==> src/hw/hpt_cfg.svh <==
// address map, field positions, reset values and codes of the port tune and link status bank
`ifndef HPT_CFG_SVH
`define HPT_CFG_SVH

// register word indices; the byte address on the bus is four times the index
`define HPT_P1_DRIVE_IDX 15'h64CA
`define HPT_P1_SQUELCH_IDX 15'h64CC
`define HPT_P1_LINK_IDX 15'h65C0
`define HPT_P2_DRIVE_IDX 15'h68CA
`define HPT_P2_SQUELCH_IDX 15'h68CC
`define HPT_P2_LINK_IDX 15'h69C0

// bus geometry
`define HPT_ADR_W 17
`define HPT_DAT_W 32
`define HPT_IDX_W 15
`define HPT_REG_W 8

// tune field, bits 2:0 of the drive and squelch registers
`define HPT_FIELD_W 3
`define HPT_FIELD_MSB 2
`define HPT_TUNE_RESET 3'h0

// drive codes with no defined effect, and the nominal code the phy is sent in their place
`define HPT_DRIVE_NOMINAL 3'h0
`define HPT_DRIVE_UNDEF_A 3'h3
`define HPT_DRIVE_UNDEF_B 3'h6

// link status layout
`define HPT_STATE_W 4
`define HPT_SUB_W 3
`define HPT_STATUS_RESET 8'h00
`define HPT_RSVD_ZERO 1'h0

`endif

==> src/hw/hpt_pkg.sv <==
// types and shared functions of the port tune and link status bank
`include "hpt_cfg.svh"

package hpt_pkg;

	// link state encoding reported in status bits 7:4
	typedef enum logic [3:0] {
		LS_U0 = 4'h0,
		LS_U1 = 4'h1,
		LS_U2 = 4'h2,
		LS_U3 = 4'h3,
		LS_DISABLED = 4'h4,
		LS_RX_DETECT = 4'h5,
		LS_SS_INACTIVE = 4'h6,
		LS_POLLING = 4'h7,
		LS_RECOVERY = 4'h8,
		LS_HOT_RESET = 4'h9,
		LS_COMPLIANCE = 4'hA,
		LS_LOOPBACK = 4'hB
	} hpt_link_state_type;

	// register selected by a bus address
	typedef enum logic [2:0] {
		SEL_NONE,
		SEL_P1_DRIVE,
		SEL_P1_SQUELCH,
		SEL_P1_LINK,
		SEL_P2_DRIVE,
		SEL_P2_SQUELCH,
		SEL_P2_LINK
	} hpt_sel_type;

	// drive code as the phy sees it: undefined codes fall back to nominal
	function automatic logic [`HPT_FIELD_MSB:0] hpt_resolve_drive(input logic [`HPT_FIELD_MSB:0] code);
		logic [`HPT_FIELD_MSB:0] res;
		res = code;
		if (code == `HPT_DRIVE_UNDEF_A || code == `HPT_DRIVE_UNDEF_B) begin
			res = `HPT_DRIVE_NOMINAL;
		end
		return res;
	endfunction : hpt_resolve_drive

endpackage : hpt_pkg

==> src/hw/hpt_port_tune.sv <==
// drive and squelch tune fields of one downstream port
`timescale 1ns/10ps
`include "hpt_cfg.svh"

module hpt_port_tune
	import hpt_pkg::*;
(
	input wire logic clk_i,
	input wire logic rst_i,
	input wire logic drive_we_i,
	input wire logic squelch_we_i,
	input wire logic [`HPT_FIELD_MSB:0] wr_field_i,
	output logic [`HPT_FIELD_MSB:0] drive_reg_o,
	output logic [`HPT_FIELD_MSB:0] squelch_reg_o,
	output logic [`HPT_FIELD_MSB:0] phy_drive_o,
	output logic [`HPT_FIELD_MSB:0] phy_squelch_o
);

	logic [`HPT_FIELD_MSB:0] drive_reg;
	logic [`HPT_FIELD_MSB:0] drive_next;
	logic [`HPT_FIELD_MSB:0] squelch_reg;
	logic [`HPT_FIELD_MSB:0] squelch_next;
	logic [`HPT_FIELD_MSB:0] phy_drive_reg;
	logic [`HPT_FIELD_MSB:0] phy_drive_next;

	// stored fields keep what software wrote; only the phy copy is resolved
	always_comb begin
		drive_next = drive_reg;
		squelch_next = squelch_reg;
		if (drive_we_i) begin
			drive_next = wr_field_i;
		end
		if (squelch_we_i) begin
			squelch_next = wr_field_i;
		end
		phy_drive_next = hpt_resolve_drive(drive_next);
	end

	always_ff @(posedge clk_i) begin
		if (rst_i) begin
			drive_reg <= `HPT_TUNE_RESET;
			squelch_reg <= `HPT_TUNE_RESET;
			phy_drive_reg <= `HPT_DRIVE_NOMINAL;
		end else begin
			drive_reg <= drive_next;
			squelch_reg <= squelch_next;
			phy_drive_reg <= phy_drive_next;
		end
	end

	// every squelch code has a defined trip point, so the field drives the phy as is
	assign drive_reg_o = drive_reg;
	assign squelch_reg_o = squelch_reg;
	assign phy_drive_o = phy_drive_reg;
	assign phy_squelch_o = squelch_reg;

endmodule : hpt_port_tune

==> src/hw/hpt_link_status.sv <==
// read-only link state and sub-state capture of one downstream port
`timescale 1ns/10ps
`include "hpt_cfg.svh"

module hpt_link_status
	import hpt_pkg::*;
(
	input wire logic clk_i,
	input wire logic rst_i,
	input wire logic [`HPT_STATE_W-1:0] link_state_i,
	input wire logic [`HPT_SUB_W-1:0] link_sub_state_i,
	output logic [`HPT_REG_W-1:0] status_reg_o
);

	logic [`HPT_REG_W-1:0] status_reg;
	logic [`HPT_REG_W-1:0] status_next;

	// state in 7:4, reserved zero in 3, sub-state in 2:0; no bus path writes here
	always_comb begin
		status_next = {link_state_i, `HPT_RSVD_ZERO, link_sub_state_i};
	end

	always_ff @(posedge clk_i) begin
		if (rst_i) begin
			status_reg <= `HPT_STATUS_RESET;
		end else begin
			status_reg <= status_next;
		end
	end

	assign status_reg_o = status_reg;

endmodule : hpt_link_status

==> src/hw/hpt_regs.sv <==
// wishbone register bank for the drive, squelch and link status of two downstream ports
// Contract
// - drive register holds a writable 3-bit current adjust code in bits 2:0
// - duplicate drive codes: 101 is +15%, 111 is +25%; 011 and 110 give nominal
// - squelch register holds a writable 3-bit trip point adjust code in bits 2:0
// - squelch 110 raises 25mV, 111 raises 12.5mV; 011 lowers 37.5mV on both ports
// - status register shows link state in 7:4, sub-state in 2:0, bit 3 reserved
// - link state codes 00h to 0Bh name U0 through Loopback
// - each port has its own three registers, each touching only that port
`timescale 1ns/10ps
`include "hpt_cfg.svh"

module hpt_regs
	import hpt_pkg::*;
(
	input wire logic clk_i,
	input wire logic rst_i,
	input wire logic wb_cyc_i,
	input wire logic wb_stb_i,
	input wire logic wb_we_i,
	input wire logic [`HPT_ADR_W-1:0] wb_adr_i,
	input wire logic [3:0] wb_sel_i,
	input wire logic [`HPT_DAT_W-1:0] wb_dat_i,
	output logic [`HPT_DAT_W-1:0] wb_dat_o,
	output logic wb_ack_o,
	input wire logic [`HPT_STATE_W-1:0] p1_link_state_i,
	input wire logic [`HPT_SUB_W-1:0] p1_link_sub_state_i,
	input wire logic [`HPT_STATE_W-1:0] p2_link_state_i,
	input wire logic [`HPT_SUB_W-1:0] p2_link_sub_state_i,
	output logic [`HPT_FIELD_MSB:0] p1_hs_drive_adjust_o,
	output logic [`HPT_FIELD_MSB:0] p1_squelch_threshold_adjust_o,
	output logic [`HPT_FIELD_MSB:0] p2_hs_drive_adjust_o,
	output logic [`HPT_FIELD_MSB:0] p2_squelch_threshold_adjust_o
);

	// word index of a bus address; byte lanes below bit 2 are not decoded
	function automatic hpt_sel_type hpt_decode(input logic [`HPT_ADR_W-1:0] adr);
		logic [`HPT_IDX_W-1:0] idx;
		hpt_sel_type sel;
		idx = adr[`HPT_ADR_W-1:2];
		sel = SEL_NONE;
		if (idx == `HPT_P1_DRIVE_IDX) begin
			sel = SEL_P1_DRIVE;
		end else if (idx == `HPT_P1_SQUELCH_IDX) begin
			sel = SEL_P1_SQUELCH;
		end else if (idx == `HPT_P1_LINK_IDX) begin
			sel = SEL_P1_LINK;
		end else if (idx == `HPT_P2_DRIVE_IDX) begin
			sel = SEL_P2_DRIVE;
		end else if (idx == `HPT_P2_SQUELCH_IDX) begin
			sel = SEL_P2_SQUELCH;
		end else if (idx == `HPT_P2_LINK_IDX) begin
			sel = SEL_P2_LINK;
		end
		return sel;
	endfunction : hpt_decode

	// zero-extends an 8-bit register onto the 32-bit data bus
	function automatic logic [`HPT_DAT_W-1:0] hpt_widen(input logic [`HPT_REG_W-1:0] val);
		return {{(`HPT_DAT_W - `HPT_REG_W){1'b0}}, val};
	endfunction : hpt_widen

	logic ack_reg;
	logic ack_next;
	logic [`HPT_DAT_W-1:0] dat_reg;
	logic [`HPT_DAT_W-1:0] dat_next;
	logic req_new;
	logic wr_lane0;
	hpt_sel_type req_sel;
	logic p1_drive_we;
	logic p1_squelch_we;
	logic p2_drive_we;
	logic p2_squelch_we;
	logic [`HPT_FIELD_MSB:0] p1_drive_val;
	logic [`HPT_FIELD_MSB:0] p1_squelch_val;
	logic [`HPT_FIELD_MSB:0] p2_drive_val;
	logic [`HPT_FIELD_MSB:0] p2_squelch_val;
	logic [`HPT_REG_W-1:0] p1_status_val;
	logic [`HPT_REG_W-1:0] p2_status_val;

	// a request is new until the ack it earned is on the bus; this keeps one write per transfer
	assign req_new = wb_cyc_i & wb_stb_i & ~ack_reg;
	assign req_sel = hpt_decode(wb_adr_i);
	// only lane 0 carries register bits; a write without it changes nothing
	assign wr_lane0 = req_new & wb_we_i & wb_sel_i[0];

	// strobes toward each port are decoded apart so no write crosses ports
	always_comb begin
		p1_drive_we = 1'b0;
		p1_squelch_we = 1'b0;
		p2_drive_we = 1'b0;
		p2_squelch_we = 1'b0;
		if (wr_lane0) begin
			case (req_sel)
				SEL_P1_DRIVE: begin
					p1_drive_we = 1'b1;
				end
				SEL_P1_SQUELCH: begin
					p1_squelch_we = 1'b1;
				end
				SEL_P2_DRIVE: begin
					p2_drive_we = 1'b1;
				end
				SEL_P2_SQUELCH: begin
					p2_squelch_we = 1'b1;
				end
				default: begin
					// link status and unmapped words take no write
					p1_drive_we = 1'b0;
				end
			endcase
		end
	end

	// port one tune fields
	hpt_port_tune u_p1_tune (
		.clk_i(clk_i),
		.rst_i(rst_i),
		.drive_we_i(p1_drive_we),
		.squelch_we_i(p1_squelch_we),
		.wr_field_i(wb_dat_i[`HPT_FIELD_MSB:0]),
		.drive_reg_o(p1_drive_val),
		.squelch_reg_o(p1_squelch_val),
		.phy_drive_o(p1_hs_drive_adjust_o),
		.phy_squelch_o(p1_squelch_threshold_adjust_o)
	);

	// port two tune fields
	hpt_port_tune u_p2_tune (
		.clk_i(clk_i),
		.rst_i(rst_i),
		.drive_we_i(p2_drive_we),
		.squelch_we_i(p2_squelch_we),
		.wr_field_i(wb_dat_i[`HPT_FIELD_MSB:0]),
		.drive_reg_o(p2_drive_val),
		.squelch_reg_o(p2_squelch_val),
		.phy_drive_o(p2_hs_drive_adjust_o),
		.phy_squelch_o(p2_squelch_threshold_adjust_o)
	);

	// port one link status
	hpt_link_status u_p1_link (
		.clk_i(clk_i),
		.rst_i(rst_i),
		.link_state_i(p1_link_state_i),
		.link_sub_state_i(p1_link_sub_state_i),
		.status_reg_o(p1_status_val)
	);

	// port two link status
	hpt_link_status u_p2_link (
		.clk_i(clk_i),
		.rst_i(rst_i),
		.link_state_i(p2_link_state_i),
		.link_sub_state_i(p2_link_sub_state_i),
		.status_reg_o(p2_status_val)
	);

	// ack one cycle after a request, dropped the cycle after; unmapped words ack with zero
	always_comb begin
		ack_next = req_new;
		dat_next = '0;
		if (req_new && !wb_we_i) begin
			case (req_sel)
				SEL_P1_DRIVE: begin
					dat_next = hpt_widen({5'h00, p1_drive_val});
				end
				SEL_P1_SQUELCH: begin
					dat_next = hpt_widen({5'h00, p1_squelch_val});
				end
				SEL_P1_LINK: begin
					dat_next = hpt_widen(p1_status_val);
				end
				SEL_P2_DRIVE: begin
					dat_next = hpt_widen({5'h00, p2_drive_val});
				end
				SEL_P2_SQUELCH: begin
					dat_next = hpt_widen({5'h00, p2_squelch_val});
				end
				SEL_P2_LINK: begin
					dat_next = hpt_widen(p2_status_val);
				end
				default: begin
					dat_next = '0;
				end
			endcase
		end
	end

	always_ff @(posedge clk_i) begin
		if (rst_i) begin
			ack_reg <= 1'b0;
			dat_reg <= '0;
		end else begin
			ack_reg <= ack_next;
			dat_reg <= dat_next;
		end
	end

	assign wb_ack_o = ack_reg;
	// data is zero outside an ack, so a stale read never lingers on the bus
	assign wb_dat_o = dat_reg;

	// a write to the port one drive register lands in that field one edge later
	a_drive_write_lands: assert property (@(posedge clk_i) disable iff (rst_i)
		p1_drive_we |=> p1_drive_val == $past(wb_dat_i[`HPT_FIELD_MSB:0]))
	else $error("port one drive field did not take the written code");

	// the phy sees the resolved drive code; undefined codes show as nominal
	a_drive_resolve_map: assert property (@(posedge clk_i) disable iff (rst_i)
		(p1_drive_val == `HPT_DRIVE_UNDEF_A || p1_drive_val == `HPT_DRIVE_UNDEF_B) |->
		p1_hs_drive_adjust_o == `HPT_DRIVE_NOMINAL && p2_hs_drive_adjust_o == hpt_resolve_drive(p2_drive_val))
	else $error("drive code reached the phy unresolved");

	// a port two squelch write lands in its field one edge later, with the ack on the bus
	a_squelch_write_lands: assert property (@(posedge clk_i) disable iff (rst_i)
		p2_squelch_we |=> p2_squelch_val == $past(wb_dat_i[`HPT_FIELD_MSB:0]) && wb_ack_o)
	else $error("port two squelch field did not take the written code");

	// every squelch code, the raised ones included, passes to the phy unchanged
	a_squelch_phy_pass: assert property (@(posedge clk_i) disable iff (rst_i)
		p1_squelch_threshold_adjust_o == p1_squelch_val && p2_squelch_threshold_adjust_o == p2_squelch_val)
	else $error("squelch phy code differs from the stored field");

	// a port one status read returns its inputs as they stood two edges before the ack
	a_status_read_layout: assert property (@(posedge clk_i) disable iff (rst_i)
		wb_ack_o && !wb_we_i && req_sel == SEL_P1_LINK |->
		wb_dat_o[`HPT_REG_W-1:0] == {$past(p1_link_state_i, 2), 1'b0, $past(p1_link_sub_state_i, 2)})
	else $error("port one status read does not match the link inputs");

	// port two's state field carries the loopback code one edge after its own input does
	a_state_code_field: assert property (@(posedge clk_i) disable iff (rst_i)
		!$past(rst_i) && $past(p2_link_state_i) == LS_LOOPBACK |-> p2_status_val[7:4] == 4'hB)
	else $error("port two state field lost the loopback code");

	// a write to port one leaves port two untouched
	a_port_isolation: assert property (@(posedge clk_i) disable iff (rst_i)
		(p1_drive_we || p1_squelch_we) |=> $stable(p2_drive_val) && $stable(p2_squelch_val))
	else $error("a port one write disturbed port two");

	// a write aimed at a status word changes no tune field on either port
	a_readonly_ignored: assert property (@(posedge clk_i) disable iff (rst_i)
		req_new && wb_we_i && (req_sel == SEL_P1_LINK || req_sel == SEL_P2_LINK) |=>
		$stable(p1_drive_val) && $stable(p2_drive_val) && $stable(p1_squelch_val) && $stable(p2_squelch_val))
	else $error("a write to a read-only status word changed a field");

	// reserved bits of a status read are zero
	a_reserved_reads_zero: assert property (@(posedge clk_i) disable iff (rst_i)
		wb_ack_o && !wb_we_i && (req_sel == SEL_P1_LINK || req_sel == SEL_P2_LINK) |->
		wb_dat_o[3] == 1'b0 && wb_dat_o[`HPT_DAT_W-1:`HPT_REG_W] == '0)
	else $error("reserved status bits read as nonzero");

	// each request gets exactly one ack pulse, one cycle after it is seen
	a_ack_single_pulse: assert property (@(posedge clk_i) disable iff (rst_i)
		req_new |=> wb_ack_o ##1 !wb_ack_o)
	else $error("ack did not pulse once for a request");

	// read data stays zero outside an ack, so nothing stale can be mistaken for an answer
	a_dat_idle_zero: assert property (@(posedge clk_i) disable iff (rst_i)
		!wb_ack_o |-> wb_dat_o == '0)
	else $error("read data is nonzero outside an ack");

	// a write is answered with zero data
	a_write_ack_zero: assert property (@(posedge clk_i) disable iff (rst_i)
		wb_ack_o && wb_we_i |-> wb_dat_o == '0)
	else $error("write ack carried nonzero data");

	// an unmapped read is still answered, with zero
	a_unmapped_read_zero: assert property (@(posedge clk_i) disable iff (rst_i)
		req_new && !wb_we_i && req_sel == SEL_NONE |=> wb_ack_o && wb_dat_o == '0)
	else $error("unmapped read was not answered with zero");

	// tune registers hold three bits only; the bits above read zero
	a_tune_upper_zero: assert property (@(posedge clk_i) disable iff (rst_i)
		req_new && !wb_we_i && (req_sel == SEL_P1_DRIVE || req_sel == SEL_P1_SQUELCH || req_sel == SEL_P2_DRIVE ||
		req_sel == SEL_P2_SQUELCH) |=> wb_dat_o[`HPT_REG_W-1:`HPT_FIELD_W] == '0)
	else $error("tune register read shows bits above the field");

	// a port one drive read returns the stored code, not the resolved phy code
	a_drive_readback: assert property (@(posedge clk_i) disable iff (rst_i)
		req_new && !wb_we_i && req_sel == SEL_P1_DRIVE |=> wb_dat_o[`HPT_FIELD_MSB:0] == $past(p1_drive_val))
	else $error("port one drive read-back differs from the field");

	// a port two squelch read returns the stored code
	a_squelch_readback: assert property (@(posedge clk_i) disable iff (rst_i)
		req_new && !wb_we_i && req_sel == SEL_P2_SQUELCH |=> wb_dat_o[`HPT_FIELD_MSB:0] == $past(p2_squelch_val))
	else $error("port two squelch read-back differs from the field");

	// a write without the low byte lane touches no field
	a_lane_gated: assert property (@(posedge clk_i) disable iff (rst_i)
		req_new && wb_we_i && !wb_sel_i[0] |=>
		$stable(p1_drive_val) && $stable(p1_squelch_val) && $stable(p2_drive_val) && $stable(p2_squelch_val))
	else $error("a write without lane 0 changed a field");

	// a port two drive write lands one edge later
	a_p2_drive_lands: assert property (@(posedge clk_i) disable iff (rst_i)
		p2_drive_we |=> p2_drive_val == $past(wb_dat_i[`HPT_FIELD_MSB:0]))
	else $error("port two drive field did not take the written code");

	// a port one squelch write lands one edge later
	a_p1_squelch_lands: assert property (@(posedge clk_i) disable iff (rst_i)
		p1_squelch_we |=> p1_squelch_val == $past(wb_dat_i[`HPT_FIELD_MSB:0]))
	else $error("port one squelch field did not take the written code");

	// a write to port two leaves port one untouched
	a_port2_isolation: assert property (@(posedge clk_i) disable iff (rst_i)
		(p2_drive_we || p2_squelch_we) |=> $stable(p1_drive_val) && $stable(p1_squelch_val))
	else $error("a port two write disturbed port one");

	// a port two status read returns its link inputs two edges before the ack
	a_p2_status_layout: assert property (@(posedge clk_i) disable iff (rst_i)
		wb_ack_o && !wb_we_i && req_sel == SEL_P2_LINK |->
		wb_dat_o[`HPT_REG_W-1:0] == {$past(p2_link_state_i, 2), 1'b0, $past(p2_link_sub_state_i, 2)})
	else $error("port two status read does not match the link inputs");

	// defined port one drive codes reach the phy unchanged
	a_drive_defined_pass: assert property (@(posedge clk_i) disable iff (rst_i)
		!(p1_drive_val == `HPT_DRIVE_UNDEF_A || p1_drive_val == `HPT_DRIVE_UNDEF_B) |-> p1_hs_drive_adjust_o == p1_drive_val)
	else $error("a defined drive code was altered on its way to the phy");

	// port one status follows its inputs one edge late; the edge after reset is skipped
	a_state_tracks_port: assert property (@(posedge clk_i) disable iff (rst_i)
		!$past(rst_i) |->
		p1_status_val == {$past(p1_link_state_i), 1'b0, $past(p1_link_sub_state_i)})
	else $error("port one status does not follow its link inputs");

	// port two status follows its own inputs, never port one's
	a_p2_state_tracks: assert property (@(posedge clk_i) disable iff (rst_i)
		!$past(rst_i) |->
		p2_status_val == {$past(p2_link_state_i), 1'b0, $past(p2_link_sub_state_i)})
	else $error("port two status does not follow its link inputs");

	// an ack is only ever earned by a request seen the edge before
	a_ack_needs_req: assert property (@(posedge clk_i) disable iff (rst_i)
		wb_ack_o |-> $past(req_new))
	else $error("ack appeared without a request");

	// reset leaves every field and phy code at nominal and the bus quiet
	a_reset_clears_tune: assert property (@(posedge clk_i) disable iff (rst_i)
		$past(rst_i) |-> p1_hs_drive_adjust_o == `HPT_DRIVE_NOMINAL && p2_hs_drive_adjust_o == `HPT_DRIVE_NOMINAL &&
		p1_squelch_val == `HPT_TUNE_RESET && p2_squelch_val == `HPT_TUNE_RESET && !wb_ack_o)
	else $error("reset did not clear the tune fields");

endmodule : hpt_regs

==> config.mk <==
export PLATFORM = sky130hd
export DESIGN_NAME = hpt_regs
export DESIGN_NICKNAME = d
export VERILOG_FILES = /design/src/hw/hpt_pkg.sv /design/src/hw/hpt_port_tune.sv /design/src/hw/hpt_link_status.sv /design/src/hw/hpt_regs.sv
export VERILOG_INCLUDE_DIRS = /design/src /design/src/hw
export SDC_FILE = /design/constraint.sdc
export NUM_CORES = 1
export LEC_CHECK = 0
export ABC_AREA = 1
export BUFFER_PORTS_ARGS = -buffer_cell sky130_fd_sc_hd__clkbuf_2
export CAP_MARGIN = 20
export CORE_ASPECT_RATIO = 2
export CORE_MARGIN = 2
export CORE_UTILIZATION = 46
export DETAILED_ROUTE_END_ITERATION = 6
export PLACE_DENSITY = 0.82
export SYNTH_ARGS = -nofsm -noshare
export SYNTH_HDL_FRONTEND = slang
export SYNTH_SLANG_ARGS = --single-unit
==> constraint.sdc <==
create_clock -name clk_i -period 2.9 [get_ports clk_i]
set_input_delay 0 -clock clk_i [delete_from_list [all_inputs] [get_ports clk_i]]
set_output_delay 0 -clock clk_i [all_outputs]
set_load 0.01 [all_outputs]
==> flow_metrics.env <==
export IMPL_fraction_of_power_consumed_by_sequential_logic_pct=51.2
export IMPL_synth_seq_cells=40
export IMPL_critPathMaxStageDelay_ps=320
export IMPL_regToRegSetupSlack_ps=1400
export IMPL_crit_path_end_kind="flop"
export IMPL_routed_wirelength_um=3938
export IMPL_ys_async_sr_fraction_pct=0
export IMPL_synth_top_area_share_pct=41.75
export IMPL_net_switching_power_uw=244.7
export IMPL_top_layer="met4"
export IMPL_synth_common_cells="40 x sky130_fd_sc_hd__dfxtp_1, 39 x sky130_fd_sc_hd__inv_1, 38 x sky130_fd_sc_hd__nand2_1"
export IMPL_number_of_buffers_between_clock_root_and_the_deepest_sink=2
export IMPL_floorplan_die_height_um=95.32
export IMPL_grt_start_max_net_pins=23
export IMPL_clock_sink_count=40
export IMPL_layout_cell_area_non_filler_um2=2415
export IMPL_die_area_um2=4734
export IMPL_dp_hpwl_um=2958
export IMPL_seqCellArea_um2=800.8
export IMPL_vias=1709
export IMPL_whs_path_depth=3
export IMPL_number_of_flops_mapped_to_enable_cells_by_yosys=0
export IMPL_route_layer_met1_wl_um=1341
export IMPL_ir_drop_mv=0.5385
export IMPL_critical_path_reg2reg_endpoint="u_p2_tune.phy_drive_o[1]"
export IMPL_min_period_over_period_pct=51.79
export IMPL_hold_violations=0
export IMPL_min_delay_path_class="in -> reg"
export IMPL_via_count_of_the_first_global_routing_pass=1602
export IMPL_grt_antenna_before_repair=0
export IMPL_synth_seq_area_share_pct=41.75
export IMPL_worstSetupPathType="reg -> reg"
export IMPL_ys_warnings_count=0
export IMPL_globalRoute_totalOverflow=0
export IMPL_syn_inst=252
export IMPL_filler_cell_count=381
export IMPL_detail_route_drc_violations=0
export IMPL_syn_area_um2=1918
export IMPL_final_worst_path_setup_slack_ps=1398
export IMPL_placed_area_um2=2163
export IMPL_avgViaCountPerCell=4.497
export IMPL_drt_initial_drc_count=22
export IMPL_combPwrFrac_pct=8.6
export IMPL_worst_ep_arrival_time_ps=1670
export IMPL_initial_utilization_pct=47.40
export IMPL_clock_power_share_pct=40.3
export IMPL_timing_critical_path_slowest_stage_cell="sky130_fd_sc_hd__dfxtp_1"
export IMPL_timing_critical_path_fanout_max=6
export IMPL_critPathLaunchType="flop"
export IMPL_crit_chain="nand3b_4, nor2_4, nand3_2, nand2_1, o21ai_1, a21oi_2, a21boi_2"
export IMPL_max_freq_mhz=665.8
export IMPL_synth_top_flop_cell="sky130_fd_sc_hd__dfxtp_1"
export IMPL_cell_internal_pwr_uw=855.4
export IMPL_inserted_clock_buffers=5
export IMPL_grt_pass1_wl_um=6320
export IMPL_pin_count=117
export IMPL_globalplace_congestion=0.8658
export IMPL_rows=33
export IMPL_leakage_uw=0.001261
export IMPL_cts_post_setup_buffers_inserted=0
export IMPL_setup_total_negative_slack_ps=0
export IMPL_regToRegStartpoint="wb_ack_o"
export IMPL_design_core_area_um2=4046
export IMPL_synth_area_top_cells="sky130_fd_sc_hd__dfxtp_1 42%, sky130_fd_sc_hd__buf_4 9.8%, sky130_fd_sc_hd__inv_1 7.6%, sky130_fd_sc_hd__nand2_1 7.4%, sky130_fd_sc_hd__nor2_1 5.3%"
export IMPL_postRouteAntennaNets=0
export IMPL_setup_viol=0
export IMPL_final_min_clock_period_ps=1502
export IMPL_width_of_the_chip_um=49.66
export IMPL_routed_wire_length_per_instance_um=10.36
export IMPL_drv_max_cap_violation_count=0
export IMPL_nNetsFinal=399
export IMPL_antenna_cells_inserted=0
export IMPL_area_growth_pct=25.90
export IMPL_met2_length_um=2228
export IMPL_final_max_slew_violation_count=0
export IMPL_hold_start="wb_stb_i"
export IMPL_cts_htree_levels=2
export IMPL_postSynthAreaPerCell_um2=7.611
export IMPL_drt_first_pass_iters=4
export IMPL_clock_tree_from_tritoncts="built"
export IMPL_netlist_cell_type_count=28
export IMPL_clk_insertion_delay_late_ps=290
export IMPL_port_buffers=57
export IMPL_synth_area_leader_cell="sky130_fd_sc_hd__dfxtp_1"
export IMPL_reg2reg_depth=7
export IMPL_finalClockSkew_ps=8.551
export IMPL_power_density_nw_per_um2=455.6
export IMPL_cp_data_required_time_ps=3070
export IMPL_wl_met3_um=235
export IMPL_synth_most_common_cell="sky130_fd_sc_hd__dfxtp_1"
export IMPL_grt_util_all_layers_pct=17.82
export IMPL_multi_input_comb_area_um2=838.3
export IMPL_dp_worst_setup_slack_ps=1423
export IMPL_worstHoldEndpoint="wb_ack_o"
export IMPL_post_route_cells_drive_above_1_share_pct=30.49
export IMPL_run_status="completed"
export IMPL_cts_reportedPaths_clkPinSlew_ps=80
export IMPL_swShare_pct=22.25
export IMPL_setup_repair_after_global_routing_missed_its_margin="no"
export IMPL_root_buffer="sky130_fd_sc_hd__clkbuf_8"
-- timing repair --
| action | 4_1_cts | 5_1_grt |
|---|---|---|
| hold endpoints to repair | 14 | 0 |
| hold buffers | 14 | 0 |
| resized for setup | 0 | 0 |
-- power groups by stage --
| stage | Clock [uW] | Sequential (uW) | Combinational [uW] |
|---|---|---|---|
| floorplan | 0 | 575 | 68.8 |
| global placement | 0 | 575 | 77.1 |
| detailed placement | 0 | 576 | 78.3 |
| CTS | 451 | 563 | 93.1 |
| global route | 475 | 564 | 105 |
| finish | 443 | 563 | 94.2 |
-- layout make-up --
type / instances / share of cell area [%]
multi-input combinational: 163 / 34.71
sequential: 40 / 33.16
timing repair buffer: 71 / 17.62
inverter: 46 / 7.202
clock buffer: 5 / 2.850
tap: 52 / 2.694
clock inverter: 3 / 1.762
-- sequential cells by signal, summed over array words and instances (netlist names) --
register / flops
u_p1_tune.drive_reg_o: 3
u_p2_tune.phy_squelch_o: 3
u_p1_link.status_reg_o: 7
u_p2_tune.phy_drive_o: 3
u_p1_tune.phy_drive_o: 3
u_p2_link.status_reg_o: 7
wb_dat_o: 7
wb_ack_o: 1
u_p2_tune.drive_reg_o: 3
u_p1_tune.phy_squelch_o: 3
-- layout by cell type, fill, tap and decap left out, drive strengths merged --
| cell | Yosys | layout |
|---|---|---|
| a21boi | 1 | 1 |
| a21oi | 11 | 11 |
| bufinv | 0 | 1 |
| clkbuf | 1 | 62 |
| clkinv | 1 | 2 |
| clkinvlp | 0 | 1 |
| conb | 1 | 25 |
| dfxtp | 40 | 40 |
| dlygate4sd3 | 0 | 14 |
| inv | 45 | 45 |
| nand2 | 45 | 45 |
| nand3 | 21 | 21 |
| nand3b | 2 | 2 |
| nand4 | 3 | 3 |
| nor2 | 38 | 38 |
| nor2b | 1 | 1 |
| nor3 | 2 | 2 |
| o21ai | 12 | 12 |
| o22ai | 2 | 2 |
-- critical path: cells and delay by family (launching register included) --
kind | cells | cell delay (ps)
and+or+nand+nor | 4 | 610
AOI/OAI and AO/OA | 3 | 440
DFF | 1 | 320
-- worst max path at each step --
stage	slack (ps)	start	to
3_5_place_dp	1420	wb_ack_o	u_p2_tune.phy_drive_o[1]
3_3_place_gp	1470	wb_ack_o	u_p2_tune.phy_drive_o[1]
4_1_cts	1400	wb_ack_o	u_p2_tune.phy_drive_o[1]
5_1_grt	1310	wb_ack_o	u_p2_tune.phy_drive_o[1]
2_1_floorplan	1560	wb_ack_o	u_p2_tune.phy_drive_o[1]
6_report	1400	wb_ack_o	u_p2_tune.phy_drive_o[1]
-- logic make-up (layout without fill, tap and decap cells) --
group           Yosys count  count (layout)  synth area share (%)
compound gates           26              26                 7.828
flops                    40              40                 41.75
simple gates            112             112                 30.99
buf+inv                  73             125                 19.24
other cells               1              25                0.1955
-- layer usage --
layer  GRT usage (%)  up-vias
li1                -      872
met5               0        -
met3           2.665        8
met4           14.35        0
met2           33.11       69
met1           16.75      760
-- per-stage QoR --
step           hold WS [ps]  std cells  total power, uW  util, %
2_1_floorplan         80.17        276            643.8        -
3_3_place_gp          196.1        358            652.3    53.46
3_5_place_dp          198.3        358            654.0    53.46
4_1_cts               3.008        380             1107    59.68
5_1_grt               13.45        380             1144    59.68
6_report              16.51        380             1100    59.68
(Power assumes the default switching activity.)
